**src/hw/adc_out_pkg.sv**
```systemverilog
// package: shared constants and carrier types of the dual converter output block
package adc_out_pkg;

	// ****************************************************************
	// word layout and coding
	// ****************************************************************
	localparam int unsigned WORD_WIDTH   = 12;
	localparam int unsigned MSB_POS      = 11;
	localparam int unsigned LATENCY_DEF  = 6;
	localparam logic [11:0] CODE_POS_FS  = 12'hFFF;
	localparam logic [11:0] CODE_POS_HF  = 12'hC00;
	localparam logic [11:0] CODE_ZERO    = 12'h800;
	localparam logic [11:0] CODE_NEG_HF  = 12'h400;
	localparam logic [11:0] CODE_NEG_FS  = 12'h000;
	localparam logic [11:0] RESET_WORD   = 12'h800;

	// ****************************************************************
	// carriers
	// ****************************************************************
	// one channel's raw quantiser result, two's complement, plus range status
	typedef struct packed {
		logic [11:0] raw;
		logic        above;
		logic        below;
	} sample_s;

	// one channel's delivered result
	typedef struct packed {
		logic [11:0] word;
		logic        over_range_flag;
	} result_s;

	// both channels taken on one edge
	typedef struct packed {
		result_s a;
		result_s b;
	} pair_s;

endpackage : adc_out_pkg

```
**src/hw/dual_adc_digital_output.sv**
```systemverilog
// module: pipelined digital output stage of a dual 12-bit converter
//
// How it works
// - both channels sampled on one rising edge
// - flag low in range, high outside
// - flag travels with its own data word
// - enable high releases that channel's outputs
// - straight offset binary, zero is msb only
// - half scales give C00 and 400 hex
// - two parallel words, each own flag
`timescale 1ns/100ps
module dual_adc_digital_output #(
	parameter int unsigned LATENCY = adc_out_pkg::LATENCY_DEF
) (
	// clock, reset, enable
	input  wire logic                clk_i,
	input  wire logic                reset_i,
	input  wire logic                ce_i,
	// quantiser results, both channels
	input  wire adc_out_pkg::sample_s samp_a_i,
	input  wire adc_out_pkg::sample_s samp_b_i,
	// output enables, active low
	input  wire logic                oe_a_n_i,
	input  wire logic                oe_b_n_i,
	// capture side handshake
	input  wire logic                ready_i,
	output logic                     valid_o,
	// channel a pins
	output logic [11:0]              data_a_o,
	output logic [11:0]              data_a_oe_o,
	output logic                     over_range_flag_a_o,
	output logic                     over_range_flag_a_oe_o,
	// channel b pins
	output logic [11:0]              data_b_o,
	output logic [11:0]              data_b_oe_o,
	output logic                     over_range_flag_b_o,
	output logic                     over_range_flag_b_oe_o
);

	// refused at elaboration: one stage is the least the chain can hold
	if (LATENCY < 2 || LATENCY > 64)
	begin : g_bad_latency
		$error("LATENCY must lie between 2 and 64");
	end

	// ****************************************************************
	// coding
	// ****************************************************************
	// clamp on over range; offset binary is two's complement with msb flipped
	function automatic adc_out_pkg::result_s code_sample(input adc_out_pkg::sample_s s);
		adc_out_pkg::result_s r;
		r.word            = {~s.raw[adc_out_pkg::MSB_POS], s.raw[10:0]};
		r.over_range_flag = s.above | s.below;
		if (s.above)
			r.word = adc_out_pkg::CODE_POS_FS;
		else if (s.below)
			r.word = adc_out_pkg::CODE_NEG_FS;
		return r;
	endfunction : code_sample

	// both channels coded and joined on one edge, no per-channel timing
	wire adc_out_pkg::pair_s taken_w = '{a: code_sample(samp_a_i), b: code_sample(samp_b_i)};

	// ****************************************************************
	// pipeline
	// ****************************************************************
	// flag and word share one stage chain, so they cannot drift apart
	adc_out_pkg::pair_s pipe_q [LATENCY-1];
	logic               pvld_q [LATENCY-1];

	// ****************************************************************
	// two-entry buffer
	// ****************************************************************
	adc_out_pkg::pair_s buf_q [2];
	logic [1:0]         cnt_q;
	logic               rd_q;
	logic               wr_q;

	wire logic stage_vld_w = pvld_q[LATENCY-2];
	wire logic out_load_w  = !valid_o || ready_i;
	wire logic pop_w       = (cnt_q != 2'h0) && out_load_w;
	wire logic full_w      = (cnt_q == 2'h2);
	// stall holds the pipeline; analog sampling itself cannot stop, so a
	// held receiver freezes the digital chain, and samples presented meanwhile are dropped
	wire logic adv_w       = ce_i && !(full_w && !pop_w);
	wire logic push_w      = adv_w && stage_vld_w;
	wire adc_out_pkg::pair_s head_w = buf_q[rd_q];
	wire logic [1:0] cnt_d = cnt_q + {1'b0, push_w} - {1'b0, pop_w};

	always_ff @(posedge clk_i)
	begin
		if (reset_i)
		begin
			for (int i = 0; i < LATENCY-1; i++)
			begin
				pipe_q[i] <= '0;
				pvld_q[i] <= 1'b0;
			end
		end
		else if (adv_w)
		begin
			pipe_q[0] <= taken_w;
			pvld_q[0] <= 1'b1;
			for (int i = 1; i < LATENCY-1; i++)
			begin
				pipe_q[i] <= pipe_q[i-1];
				pvld_q[i] <= pvld_q[i-1];
			end
		end
	end

	always_ff @(posedge clk_i)
	begin
		if (reset_i)
		begin
			buf_q[0] <= '0;
			buf_q[1] <= '0;
			cnt_q    <= 2'h0;
			rd_q     <= 1'b0;
			wr_q     <= 1'b0;
		end
		else if (ce_i)
		begin
			if (push_w)
			begin
				buf_q[wr_q] <= pipe_q[LATENCY-2];
				wr_q        <= ~wr_q;
			end
			if (pop_w)
				rd_q <= ~rd_q;
			cnt_q <= cnt_d;
		end
	end

	// ****************************************************************
	// output pins
	// ****************************************************************
	// a new pair moves out only on an edge the receiver has freed
	wire logic                 show_w   = ce_i && out_load_w;
	wire logic                 have_w   = (cnt_q != 2'h0);
	wire logic                 load_w   = show_w && have_w;
	wire adc_out_pkg::result_s head_a_w = head_w.a;
	wire adc_out_pkg::result_s head_b_w = head_w.b;

	always_ff @(posedge clk_i)
	begin
		if (reset_i)
			valid_o <= 1'b0;
		else if (show_w)
			valid_o <= have_w;
	end

	// word and flag share one load, so they never part
	always_ff @(posedge clk_i)
	begin
		if (reset_i)
		begin
			data_a_o            <= adc_out_pkg::RESET_WORD;
			over_range_flag_a_o <= 1'b0;
		end
		else if (load_w)
		begin
			data_a_o            <= head_a_w.word;
			over_range_flag_a_o <= head_a_w.over_range_flag;
		end
	end

	// channel b, same edge as channel a
	always_ff @(posedge clk_i)
	begin
		if (reset_i)
		begin
			data_b_o            <= adc_out_pkg::RESET_WORD;
			over_range_flag_b_o <= 1'b0;
		end
		else if (load_w)
		begin
			data_b_o            <= head_b_w.word;
			over_range_flag_b_o <= head_b_w.over_range_flag;
		end
	end

	// ****************************************************************
	// drive enables
	// ****************************************************************
	// registered so every pin comes from a flip-flop; costs one cycle of lag
	wire logic drive_a_w = ~oe_a_n_i;
	wire logic drive_b_w = ~oe_b_n_i;

	always_ff @(posedge clk_i)
	begin
		if (reset_i)
		begin
			data_a_oe_o            <= 12'h000;
			over_range_flag_a_oe_o <= 1'b0;
		end
		else if (ce_i)
		begin
			data_a_oe_o            <= {12{drive_a_w}};
			over_range_flag_a_oe_o <= drive_a_w;
		end
	end

	always_ff @(posedge clk_i)
	begin
		if (reset_i)
		begin
			data_b_oe_o            <= 12'h000;
			over_range_flag_b_oe_o <= 1'b0;
		end
		else if (ce_i)
		begin
			data_b_oe_o            <= {12{drive_b_w}};
			over_range_flag_b_oe_o <= drive_b_w;
		end
	end

endmodule : dual_adc_digital_output

```
**config.mk**
```make
export PLATFORM = sky130hd
export DESIGN_NAME = dual_adc_digital_output
export DESIGN_NICKNAME = d
export VERILOG_FILES = /design/src/hw/adc_out_pkg.sv /design/src/hw/dual_adc_digital_output.sv
export SDC_FILE = /design/constraint.sdc
export NUM_CORES = 1
export LEC_CHECK = 0
export BUFFER_PORTS_ARGS = -buffer_cell sky130_fd_sc_hd__buf_2
export CAP_MARGIN = 25
export CORE_MARGIN = 2
export CORE_UTILIZATION = 53
export DETAILED_ROUTE_END_ITERATION = 8
export HOLD_SLACK_MARGIN = 0.06
export PLACE_DENSITY = 0.8
export REMOVE_ABC_BUFFERS = 1
export SETUP_SLACK_MARGIN = 0.5
export SLEW_MARGIN = 20
export SYNTH_ARGS = -nofsm -noshare
export SYNTH_HDL_FRONTEND = slang
export SYNTH_SLANG_ARGS = --single-unit
```
**constraint.sdc**
```tcl
create_clock -name clk_i -period 4.9 [get_ports clk_i]
set_input_delay 0.98 -clock clk_i [delete_from_list [all_inputs] [get_ports clk_i]]
set_output_delay 0.98 -clock clk_i [all_outputs]
set_load 0.03 [all_outputs]
```
Word level (Yosys, flattened, before mapping). Memory sizes are Yosys's and may differ from the RTL's. A register that Yosys moved wholly into a read port is not among the register bits. Cells that the tools add are included.

Bits in registers: 9. Bits in writable memories: 187. Output and inout port bits: 53. Memories: 3.

$add $sub $neg: 2. Eq/ne operators: 1. Multiplexer cells: 26. Bitwise gates (word level): 18. Reductions and logical operators: 14.

Memory list: pipe_q (words 5, width 26, read ports 5, clocked after memory_dff 0, write ports 5, line dual_adc_digital_output.sv:68) `adc_out_pkg::pair_s pipe_q [LATENCY-1];`; buf_q (words 2, width 26, read ports 1, clocked after memory_dff 1, write ports 2, line dual_adc_digital_output.sv:74) `adc_out_pkg::pair_s buf_q [2];`; pvld_q (words 5, width 1, read ports 5, clocked after memory_dff 0, write ports 5, line dual_adc_digital_output.sv:69) `logic pvld_q [LATENCY-1];`.

Operator list (count): 2-to-1 mux 26 bit (6); 2-to-1 mux 12 bit (4); OR reduction 26 bit (1); 2-to-1 mux 1 bit (16); bitwise OR 1 bit (12); logical AND 1 bit (6); NOT 1 bit (6); AND reduction 2 bit (2); logical NOT 1 bit (3); adder 2 x 1 -> 2 bit (1); equality test 2 bit, second input constant (1); nonzero test 2 bit (1); subtractor 2 x 1 -> 2 bit (1); logical OR 1 bit (1).

Logic depth before layout (Yosys ltp). Gate-level depths: netlist (run 1).

Depth in word-level cells: 14. Depth in mapped cells: 10. Mapped depth without buffers: 9.

Worst setup path before layout (run 1). Ideal clock, no wire load.

Path type: input-to-reg. Start point: in ce_i. End point: mem pipe_q[0][0] (netlist bit), enable pin. Setup time: 0.493 ns. Arrival: 4.234 ns. Required time: 4.407 ns. Path slack: 0.173 ns. Stages: 3. Cells stage by stage: buf_2 -> buf_1 -> a21o_1.

RTL lines: start, declared (line dual_adc_digital_output.sv:18) `input wire logic ce_i,`; end, declared (line dual_adc_digital_output.sv:68).

Worst setup path after layout (run 1).
Start point: in ce_i. End point: reg cnt_q[1].

Longest elaborated chain between the ends: 4.

RTL lines: logical AND 1 bit (line dual_adc_digital_output.sv:85) `wire logic adv_w = ce_i && !(full_w && !pop_w);`; logical AND 1 bit (line dual_adc_digital_output.sv:86) `wire logic push_w = adv_w && stage_vld_w;`; adder 2 x 1 -> 2 bit (line dual_adc_digital_output.sv:88) `wire logic [1:0] cnt_d = cnt_q + {1'b0, push_w} - {1'b0, pop_w};`; subtractor 2 x 1 -> 2 bit (line dual_adc_digital_output.sv:88); end signal, assigned (line dual_adc_digital_output.sv:131) `cnt_q <= cnt_d;`; end, declared (line dual_adc_digital_output.sv:75) `logic [1:0] cnt_q;`.

Parallel ways exist; a longest one is shown, timed or not. A chain may end at the register's enable or synchronous reset.

==> impl_metrics.csv, run 1 <==
group,metric,value,unit
run_status,status,"completed",
sta,relSlewSlack,32.6,%
synthesis,yosysMostFrequentCell,"edfxtp_1",
final_layout,seq_area,0.00628,mm^2
pwr,vdd_drop_max,254,uV
synthesis,yosysSeqAreaShare,71.3,%
sta,worst_pin_slew,1010,ps
place,dp_hpwl,7470,um
clock_network,clockRootBuffer,"clkbuf_16",
clock_network,cts_hold_buf,0,
critical_path,crit_type,"in -> reg",
clock_network,clock_latency,500,ps
final_layout,syn2layout_area_growth,12.0,%
sta,post-route-period-util,53.9,%
final_layout,final_nets,713,
synthesis,avgSynthCellArea,14.1,um^2
floorplanning,dieHeight,133,um
synthesis,async_flop_share,0,%
sta,rsz0062_at_grt,"no",
critical_path,cp.arrival,3010,ps
route,wirelength,12500,um
global_routing,grt_max_degree,110,
route,drtIter0Drc,254,
final_layout,antenna_cells,0,
synthesis,ys_types,34,
route,drc,0,
final_layout,drive_gt1_share,18.4,%
job,drv_cap,0,
synthesis,yosys_warnings,0,
clock_network,cts_resized,0,
route,via_per_inst,5.08,
critical_path,reg2reg_depth,5,
clock_network,path_clk_slew,50,ps
worst_hold_path,min_from,"data_a_o[11]",
worst_hold_path,whs_path_depth,2,
synthesis,synth_seq_cells,220,
sta,fmax,0.378,GHz
sta,slew_violations,0,
route,drtAntennaViolNets,0,
clock_network,cts_max_path_buffers,3,
floorplanning,num_io_pins,87,
final_layout,fill_cells,1198,
floorplanning,start_util,53.6,%
worst_hold_path,hold_end,"data_a_o[11]",
critical_path,critPathSlowestCell,"buf_2",
synthesis,synth.top_cell.area_share,63.8,%
clock_network,cts_buffers,22,
global_routing,grt_pass1_vias,4491,
critical_path,cp-startpoint,"ce_i",
critical_path,r2r-end,"pipe_q[0][31]",
pwr,leakage,3.86,nW
final_layout,multi_input_area,0.00214,mm^2
pwr,powerDensity,465,mW/mm^2
synthesis,syn_inst,624,
critical_path,critical_path.max_fanout,36,
global_routing,antenna_found_initial,0,
sta,fin_setup_tns,0,ps
clock_network,cts_tree,"yes",
synthesis,yosys-top-cells-area,"edfxtp_1 (64%), and2_1 (11%), dfxtp_1 (7.5%)",
clock_network,postCtsSetupBuffers,0,
place,place.gp.congestion,0.721,
critical_path,r2r-start,"valid_o",
place,port_buffers,86,
floorplanning,die_w,133,um
critical_path,r2r_setup_slack,2680,ps
sta,hold_violations,0,
sta,finalCriticalPeriod,2640,ps
global_routing,grt-ovfl-total,0,
global_routing,grt_usage,14.3,%
critical_path,cp.required,5270,ps
sta,setup_viol,0,
synthesis,syn-cell-area,0.00880,mm^2
final_layout,layout.cells.non_filler,911,
critical_path,start_kind,"primary input",
critical_path,cp-end-kind,"flip-flop",
synthesis,synth-main-ff-cell,"edfxtp_1",
synthesis,synth_top_area_cell,"edfxtp_1",
critical_path,crit_buf_inv,3,
clock_network,cts.sinks,220,
critical_path,path_cells,"buf_2 -> nand2_1 -> nor2_1 -> inv_1 -> ha_1 -> inv_1 -> ha_1 -> xor2_1 -> a21oi_1 -> a31o_2",
floorplanning,rows,47,
synthesis,synthTopCellsByCount,"edfxtp_1 (187), and2_1 (160), nor2_1 (42)",
floorplanning,die_area,0.0176,mm^2
worst_hold_path,min-delay-path-class,"reg -> reg",
sta,setup_ws,2260,ps
place,placedCellCount,873,
critical_path,critPathMaxStageDelay,500,ps
synthesis,synth_edf_count,187,
sta,clock_skew,16.9,ps
route,vias,4631,
floorplanning,core_area,0.0164,mm^2
clock_network,htree_num_levels,1,
critical_path,cp_top_family,"buffers and inverters",
route,wl_per_cell,13.7,um
global_routing,grt_pass1_wl,20700,um
route,dr.pass1.iters,4,
place,dp_slack,1730,ps
-- cells in the final DEF, fill, tap and decap left out, types with 5 or more instances in the layout --
master,count
dfxtp_1,33
a31oi_1,24
a211oi_1,28
mux2i_1,27
clkinv_1,5
clkbuf_1,10
nor2_1,42
edfxtp_1,187
a21oi_1,24
buf_2,86
inv_1,5
and2_1,160
buf_4,7
clkbuf_16,23
-- routing by layer --
layer	GRT usage, %	up-vias	routed length, um
met5	0	-	0
met2	25.6	131	6210
met4	4.96	0	342
met3	3.52	29	725
met1	16.9	2178	5240
li1	-	2293	-
-- cell families (layout without fill, tap and decap cells) --
family / after synthesis / in the layout / share of synthesized area, %
buf+inv: 71 / 138 / 4.51
xor+xnor: 1 / 1 / 0.0996
fa+ha+maj: 2 / 2 / 0.284
compound gates: 81 / 81 / 5.89
flops: 220 / 220 / 71.3
mux: 28 / 28 / 3.20
simple gates: 221 / 221 / 14.7
-- where the power goes --
| part | switching, W | internal, W |
|---|---|---|
| clock network | 0.000618 | 0.000857 |
| logic | 0.000529 | 0.000270 |
| registers | 0.0000825 | 0.00223 |
| total | 0.00123 | 0.00336 |
-- tightest hold or removal path, stage by stage, from the launching register on --
cell	delay (ps)
dfxtp_1	320
nor2_1	40
mux2i_1	110
-- layout make-up --
class	count	area share (%)
sequential	220	63.7
multi-input combinational	333	21.7
clock buffer	33	6.22
timing repair buffer	94	5.11
tap	220	2.79
inverter	6	0.279
clock inverter	5	0.191
-- stage by stage --
step | util (%) | total power [W] | hold WS, ps | area (um^2)
2_1_floorplan | - | 0.00291 | 494 | 8430
3_3_place_gp | 56.2 | 0.00311 | 498 | 9220
3_5_place_dp | 56.2 | 0.00315 | 501 | 9220
4_1_cts | 60.0 | 0.00462 | 516 | 9850
5_1_grt | 60.0 | 0.00477 | 531 | 9850
6_report | 60.0 | 0.00459 | 509 | 9850
-- how the worst max path moves through the flow --
stage | to | slack, ps | cells past startpoint
floorplan | pipe_q[0][0] | 550 | 2
global placement | buf_q[1][8] | 1850 | 4
detailed placement | buf_q[1][9] | 1730 | 4
CTS | buf_q[1][1] | 2240 | 4
global route | pipe_q[0][100] | 2080 | 6
finish | cnt_q[1] | 2260 | 10
-- sequential cells by signal, indices dropped and copies added, names as in the netlist, 2 cells and up --
| register | count |
|---|---|
| pipe_q | 130 |
| buf_q | 52 |
| data_a_o | 12 |
| data_b_o | 12 |
| pvld_q | 5 |
| cnt_q | 2 |
Note: power is estimated with default switching activity, not from simulation.
==> inputs of run 2 (changes only) <==
Settings changed: ABC_AREA from default to 1, PLACE_DENSITY 0.8 to 0.79.
Clock period 4.9 ns to 2.25 ns, I/O delays scaled along.
==> run 2 against run 1 <==
Net effect:
- power grew 120%
- non-clock buffer count grew 9
- sequential cell count did not move
- highest routed layer unchanged
- register-to-register slack got worse by 2100 ps
- combinational power up 130%
- utilization rose by 1.1 points
- count of clock-buffer cells in the layout is 7 lower
==> impl_metrics.csv, run 2 <==
group,metric,value,unit
run_status,status,"completed",
route,drtAntennaViolNets,0,
synthesis,yosysSeqAreaShare,66.0,%
sta,finalCriticalPeriod,1690,ps
pwr,vdd_drop_max,738,uV
final_layout,seq_area,0.00628,mm^2
route,drc,0,
synthesis,yosys-top-cells-area,"edfxtp_1 (59%), nor2_1 (7.8%), dfxtp_1 (6.9%)",
critical_path,crit_type,"reg -> reg",
route,drtIter0Drc,287,
route,wirelength,13600,um
critical_path,crit_path_end,"cnt_q[1]",
clock_network,clockRootBuffer,"clkbuf_16",
critical_path,r2r-start,"valid_o",
floorplanning,num_io_pins,87,
synthesis,synth.top_cell.area_share,59.1,%
final_layout,fill_cells,1365,
floorplanning,start_util,54.6,%
job,drv_cap,0,
critical_path,r2r_setup_slack,560,ps
worst_hold_path,min-delay-path-class,"in -> reg",
global_routing,grt_max_degree,98,
route,dr.pass1.iters,4,
floorplanning,core_area,0.0174,mm^2
pwr,power.total,0.0103,W
clock_network,cts_buffers,22,
synthesis,synth_edf_count,187,
synthesis,synth_seq_cells,220,
clock_network,cts_tree,"yes",
global_routing,grt-ovfl-total,0,
final_layout,final_cell_mix,"nor2_1 (198), edfxtp_1 (187), inv_1 (167)",
global_routing,grt_pass1_wl,22700,um
sta,clock_skew,19.6,ps
global_routing,grt_usage,14.9,%
place,port_buffers,86,
floorplanning,rows,48,
clock_network,cts_hold_buf,0,
place,placedCellCount,1149,
critical_path,cp.required,2650,ps
place,dp_hpwl,7870,um
global_routing,antenna_found_initial,0,
synthesis,syn_inst,884,
final_layout,final_nets,987,
final_layout,top_register,"pipe_q",
sta,hold_violations,0,
synthesis,async_flop_share,0,%
final_layout,reg.largest.list,"pipe_q: 130 flops, buf_q: 52 flops",
synthesis,syn-cell-area,0.00951,mm^2
route,wl_per_cell,11.4,um
clock_network,htree_num_levels,1,
sta,rsz0062_at_grt,"yes",
floorplanning,dieHeight,138,um
floorplanning,die_w,138,um
synthesis,synthTopCellsByCount,"nor2_1 (198), edfxtp_1 (187), inv_1 (168)",
sta,slew_violations,0,
place,place.gp.congestion,0.762,
critical_path,cp.arrival,2090,ps
final_layout,antenna_cells,0,
final_layout,largest_reg_flops,130,
synthesis,ys_types,27,
final_layout,multi_input_area,0.00217,mm^2
critical_path,reg2reg_depth,10,
synthesis,yosys_warnings,0,
critical_path,cp-end-kind,"flip-flop",
sta,relSlewSlack,66.9,%
pwr,powerDensity,968,mW/mm^2
clock_network,path_clk_slew,60,ps
critical_path,start_kind,"flip-flop",
sta,post-route-period-util,75.0,%
sta,worst_pin_slew,496,ps
final_layout,layout.cells.non_filler,1188,
clock_network,cts.sinks,220,
clock_network,clock_latency,500,ps
synthesis,avgSynthCellArea,10.8,um^2
route,vias,5321,
synthesis,yosysMostFrequentCell,"nor2_1",
critical_path,cp-startpoint,"valid_o",
critical_path,r2r-end,"cnt_q[1]",
global_routing,grt_pass1_vias,5059,
synthesis,synth-main-ff-cell,"edfxtp_1",
final_layout,drive_gt1_share,20.5,%
final_layout,syn2layout_area_growth,12.0,%
clock_network,cts_max_path_buffers,3,
sta,fmax,0.593,GHz
pwr,leakage,4.56,nW
sta,setup_viol,0,
final_layout,fin_util,61.1,%
critical_path,critical_path.max_fanout,4,
synthesis,synth_top_area_cell,"edfxtp_1",
final_layout,final_common_cell,"nor2_1",
route,via_per_inst,4.48,
floorplanning,die_area,0.0190,mm^2
## run 2: cell count changes in the layout (fill, tap and decap cells not counted), sizes merged, moves of 7 or more
cell,before,now
nand2,3,147
buf,94,103
clkbuf,33,26
mux2i,27,0
a211oi,28,0
inv,5,170
nor2,42,247
and2,160,0
a31oi,24,1
## run 2: worst min path at each step
stage | slack [ps] | endpoint | depth (start not counted) | startpoint
3_5_place_dp | 460 | data_a_o[11] | 2 | data_a_o[11]
5_1_grt | 120 | data_a_oe_o[0] | 2 | oe_a_n_i
2_1_floorplan | 480 | cnt_q[1] | 2 | cnt_q[1]
3_3_place_gp | 450 | data_b_o[11] | 2 | data_b_o[11]
6_report | 110 | data_b_oe_o[0] | 2 | oe_b_n_i
4_1_cts | 100 | data_b_oe_o[0] | 2 | oe_b_n_i
## run 2: worst max-delay path, stage by stage (launching register included)
cell and delay [ps]:
dfxtp_2 340, nand2_2 100, nand2_4 70, nand2_8 70
nand2_1 60, ha_1 280, inv_1 40, ha_1 180
or2_4 230, a31oi_1 130, nor2_1 60
## run 2: metal layers
layer  wire [um]  GRT usage (%)  vias up
met2        6960           27.1      111
met5           0              0        -
met3         697           2.45       23
met1        5600           17.7     2375
met4         293           5.90        0
li1            -              -     2812
## run 2: cell families (layout without fill, tap and decap cells)
| logic type | count (synthesis) | after routing | synth area share (%) |
|---|---|---|---|
| compound gates | 30 | 30 | 1.59 |
| flops | 220 | 220 | 66.0 |
| fa+ha+maj | 2 | 2 | 0.263 |
| buf+inv | 230 | 309 | 11.5 |
| simple gates | 402 | 402 | 20.7 |
## run 2: where the power goes
part	leakage [nW]	internal (W)	total, W	switching, W
Sequential	2.35	0.00499	0.00516	0.000172
Clock	0.322	0.00195	0.00335	0.00140
Combinational	1.89	0.000538	0.00180	0.00126
Total	4.56	0.00748	0.0103	0.00283
## run 2: final cells by class
class	count	share of cell area [%]
inverter	170	5.99
tap	225	2.64
timing repair buffer	103	5.90
clock inverter	10	0.634
sequential	220	59.0
clock buffer	26	5.51
multi-input combinational	434	20.3
## run 2: what timing repair did
| action | in CTS | in global routing |
|---|---|---|
| setup endpoints to repair | 3 | 15 |
| buffers inserted | 3 | 0 |
| pin swaps | 1 | 1 |
| hold endpoints to repair | 0 | 0 |
| resized for setup | 7 | 3 |
## run 2: stage by stage
step	TNS, ps	hold WS [ps]	worst slack [ps]	instance area (um^2)
detailed placement	0	457	109	9950
global route	0	116	467	10700
floorplan	-455500	481	-3170	9060
global placement	0	452	161	9950
CTS	0	104	506	10600
finish	0	111	562	10700
==> inputs of run 3 (changes only) <==
Settings changed: CORE_UTILIZATION 53 to 59, PLACE_DENSITY 0.79 to 0.83.
Clock period 2.25 ns to 1.7 ns, I/O delays scaled along.
==> run 3 against run 2 <==
Net effect:
- the run now ends with negative setup slack left
- clock power increased by 30%
- setup slack got worse by 600 ps
- critical endpoint unchanged
- critical path depth increased by 1
- maximum frequency decreased by 3.0%
- largest cell class unchanged
- sequential power increased by 33%
- die area decreased by 9.9%
- final cell count increased by 4.5%
- final area increased by 12%
==> impl_metrics.csv, run 3 (same netlist as run 2, synthesis figures left out) <==
group,metric,value,unit
clock_network,clock_latency,510,ps
route,drtAntennaViolNets,0,
route,dr.pass1.iters,5,
clock_network,cts_max_path_buffers,3,
critical_path,cp-end-kind,"flip-flop",
place,placedCellCount,1155,
pwr,power.internal,0.0104,W
pwr,powerDensity,1230,mW/mm^2
place,dp_hpwl,8000,um
sta,rsz0062_at_grt,"yes",
pwr,power.total,0.0147,W
final_layout,final_cell_mix,"nor2_1 (195), edfxtp_1 (187), inv_1 (164)",
clock_network,cts.sinks,220,
final_layout,layout.cells.non_filler,1241,
global_routing,grt_max_degree,48,
floorplanning,rows,46,
clock_network,cts_buffers,22,
final_layout,final_common_cell,"nor2_1",
floorplanning,core_area,0.0158,mm^2
run_status,status,"finished with violations",
clock_network,htree_num_levels,1,
sta,relSlewSlack,64.6,%
run_status,violations,"negative setup slack",
floorplanning,dieHeight,131,um
final_layout,final_nets,1049,
pwr,p_seq_share,46.8,%
route,drc,0,
global_routing,antenna_found_initial,0,
critical_path,start_kind,"flip-flop",
global_routing,grt_usage,20.2,%
sta,hold_violations,0,
sta,setup_ws,-39.5,ps
final_layout,top_register,"pipe_q",
clock_network,cts_tree,"yes",
clock_network,clockRootBuffer,"clkbuf_16",
clock_network,path_clk_slew,70,ps
job,drv_cap,0,
critical_path,crit_type,"reg -> reg",
final_layout,largest_reg_flops,130,
place,port_buffers,86,
global_routing,grt_pass1_wl,26900,um
critical_path,cp.required,2100,ps
floorplanning,num_io_pins,87,
global_routing,grt-ovfl-total,0,
place,place.gp.congestion,0.730,
sta,setup_viol,2,
route,via_per_inst,4.91,
sta,post-route-period-util,102,%
final_layout,drive_gt1_share,26.8,%
floorplanning,die_w,131,um
final_layout,antenna_cells,0,
critical_path,cp.arrival,2140,ps
sta,finalCriticalPeriod,1740,ps
route,wl_per_cell,16.2,um
pwr,switching_share,29.1,%
final_layout,reg.largest.list,"pipe_q: 130 flops, buf_q: 52 flops",
route,wirelength,20100,um
global_routing,grt_pass1_vias,5760,
worst_hold_path,min-delay-path-class,"in -> reg",
route,drtIter0Drc,477,
sta,clock_skew,24.6,ps
sta,timing.hold.ws,178,ps
pwr,vdd_drop_max,906,uV
pwr,power_switching,0.00427,W
place,dp_slack,-159,ps
sta,slew_violations,0,
pwr,leakage,5.17,nW
critical_path,critical_path.max_fanout,2,
pwr,p_clk_share,29.7,%
sta,fin_setup_tns,-46.7,ps
floorplanning,start_util,60.1,%
route,vias,6099,
sta,worst_pin_slew,531,ps
pwr,combPwrFrac,23.4,%
sta,fmax,0.575,GHz
final_layout,syn2layout_area_growth,25.5,%
floorplanning,die_area,0.0171,mm^2
run 3: changes by cell type in the layout (fill, tap and decap cells not counted), sizes merged:
cell / delta
buf: +44
bufbuf: +5
bufinv: -1
clkbuf: +8
clkinv: +2
dlygate4sd3: +3
nand3: +1
run 3: timing repair:
| item | 4_1_cts | 5_1_grt |
|---|---|---|
| setup endpoints to repair | 457 | 457 |
| hold buffers | 3 | 0 |
| cloned | 9 | 14 |
| endpoints found under the hold margin | 4 | 0 |
| pin swaps | 7 | 11 |
| gates resized for setup | 62 | 47 |
| setup buffers | 13 | 11 |
run 3: path summary, 6_finish.rpt:
| path | end | slack, ps | cells after the start | startpoint |
|---|---|---|---|---|
| worst min register to register | data_a_o[11] | 480 | 2 | data_a_o[11] |
| worst max register to register | cnt_q[1] | -40 | 11 | cnt_q[0] |
| worst min-delay path | pipe_q[0][14] | 180 | 3 | samp_a_i[2] |
| worst max-delay path | cnt_q[1] | -40 | 11 | cnt_q[0] |
run 3: critical path, stage by stage, from the launching register on:
cell and delay (ps):
dfxtp_2 350, inv_2 50, nand2_2 80, nand2_4 70
nand2_8 80, nand2_4 60, ha_4 260, inv_2 40
ha_4 150, or2_4 260, a31oi_2 170, nor2_1 70
run 3: power by group through the flow:
| stage | Sequential [W] | Clock (W) | Combinational, W |
|---|---|---|---|
| after floorplan | 0.00738 | 0 | 0.00129 |
| after global placement | 0.00689 | 0 | 0.00242 |
| after detailed placement | 0.00692 | 0 | 0.00249 |
| after CTS | 0.00683 | 0.00433 | 0.00287 |
| after global routing | 0.00693 | 0.00458 | 0.00371 |
| final | 0.00686 | 0.00436 | 0.00344 |
run 3: per-stage QoR:
stage / util [%] / area [um^2]
CTS: 72.0 / 11400
finish: 75.4 / 11900
detailed placement: 64.0 / 10100
global route: 75.4 / 11900
global placement: 64.0 / 10100
floorplan: - / 9060
run 3: final cells by class:
cell class,count,area (um^2)
clock buffer,25,583
fill,888,3890
sequential,220,6290
multi-input combinational,435,2280
clock inverter,11,46.3
inverter,170,643
tap,216,270
timing repair buffer,164,1820
run 3: routing by layer:
metal,vias up,GRT usage [%],routed length [um]
met5,-,0,0
li1,2943,-,-
met3,82,3.46,969
met2,256,37.7,11000
met4,0,11.0,1090
met1,2818,21.7,7050
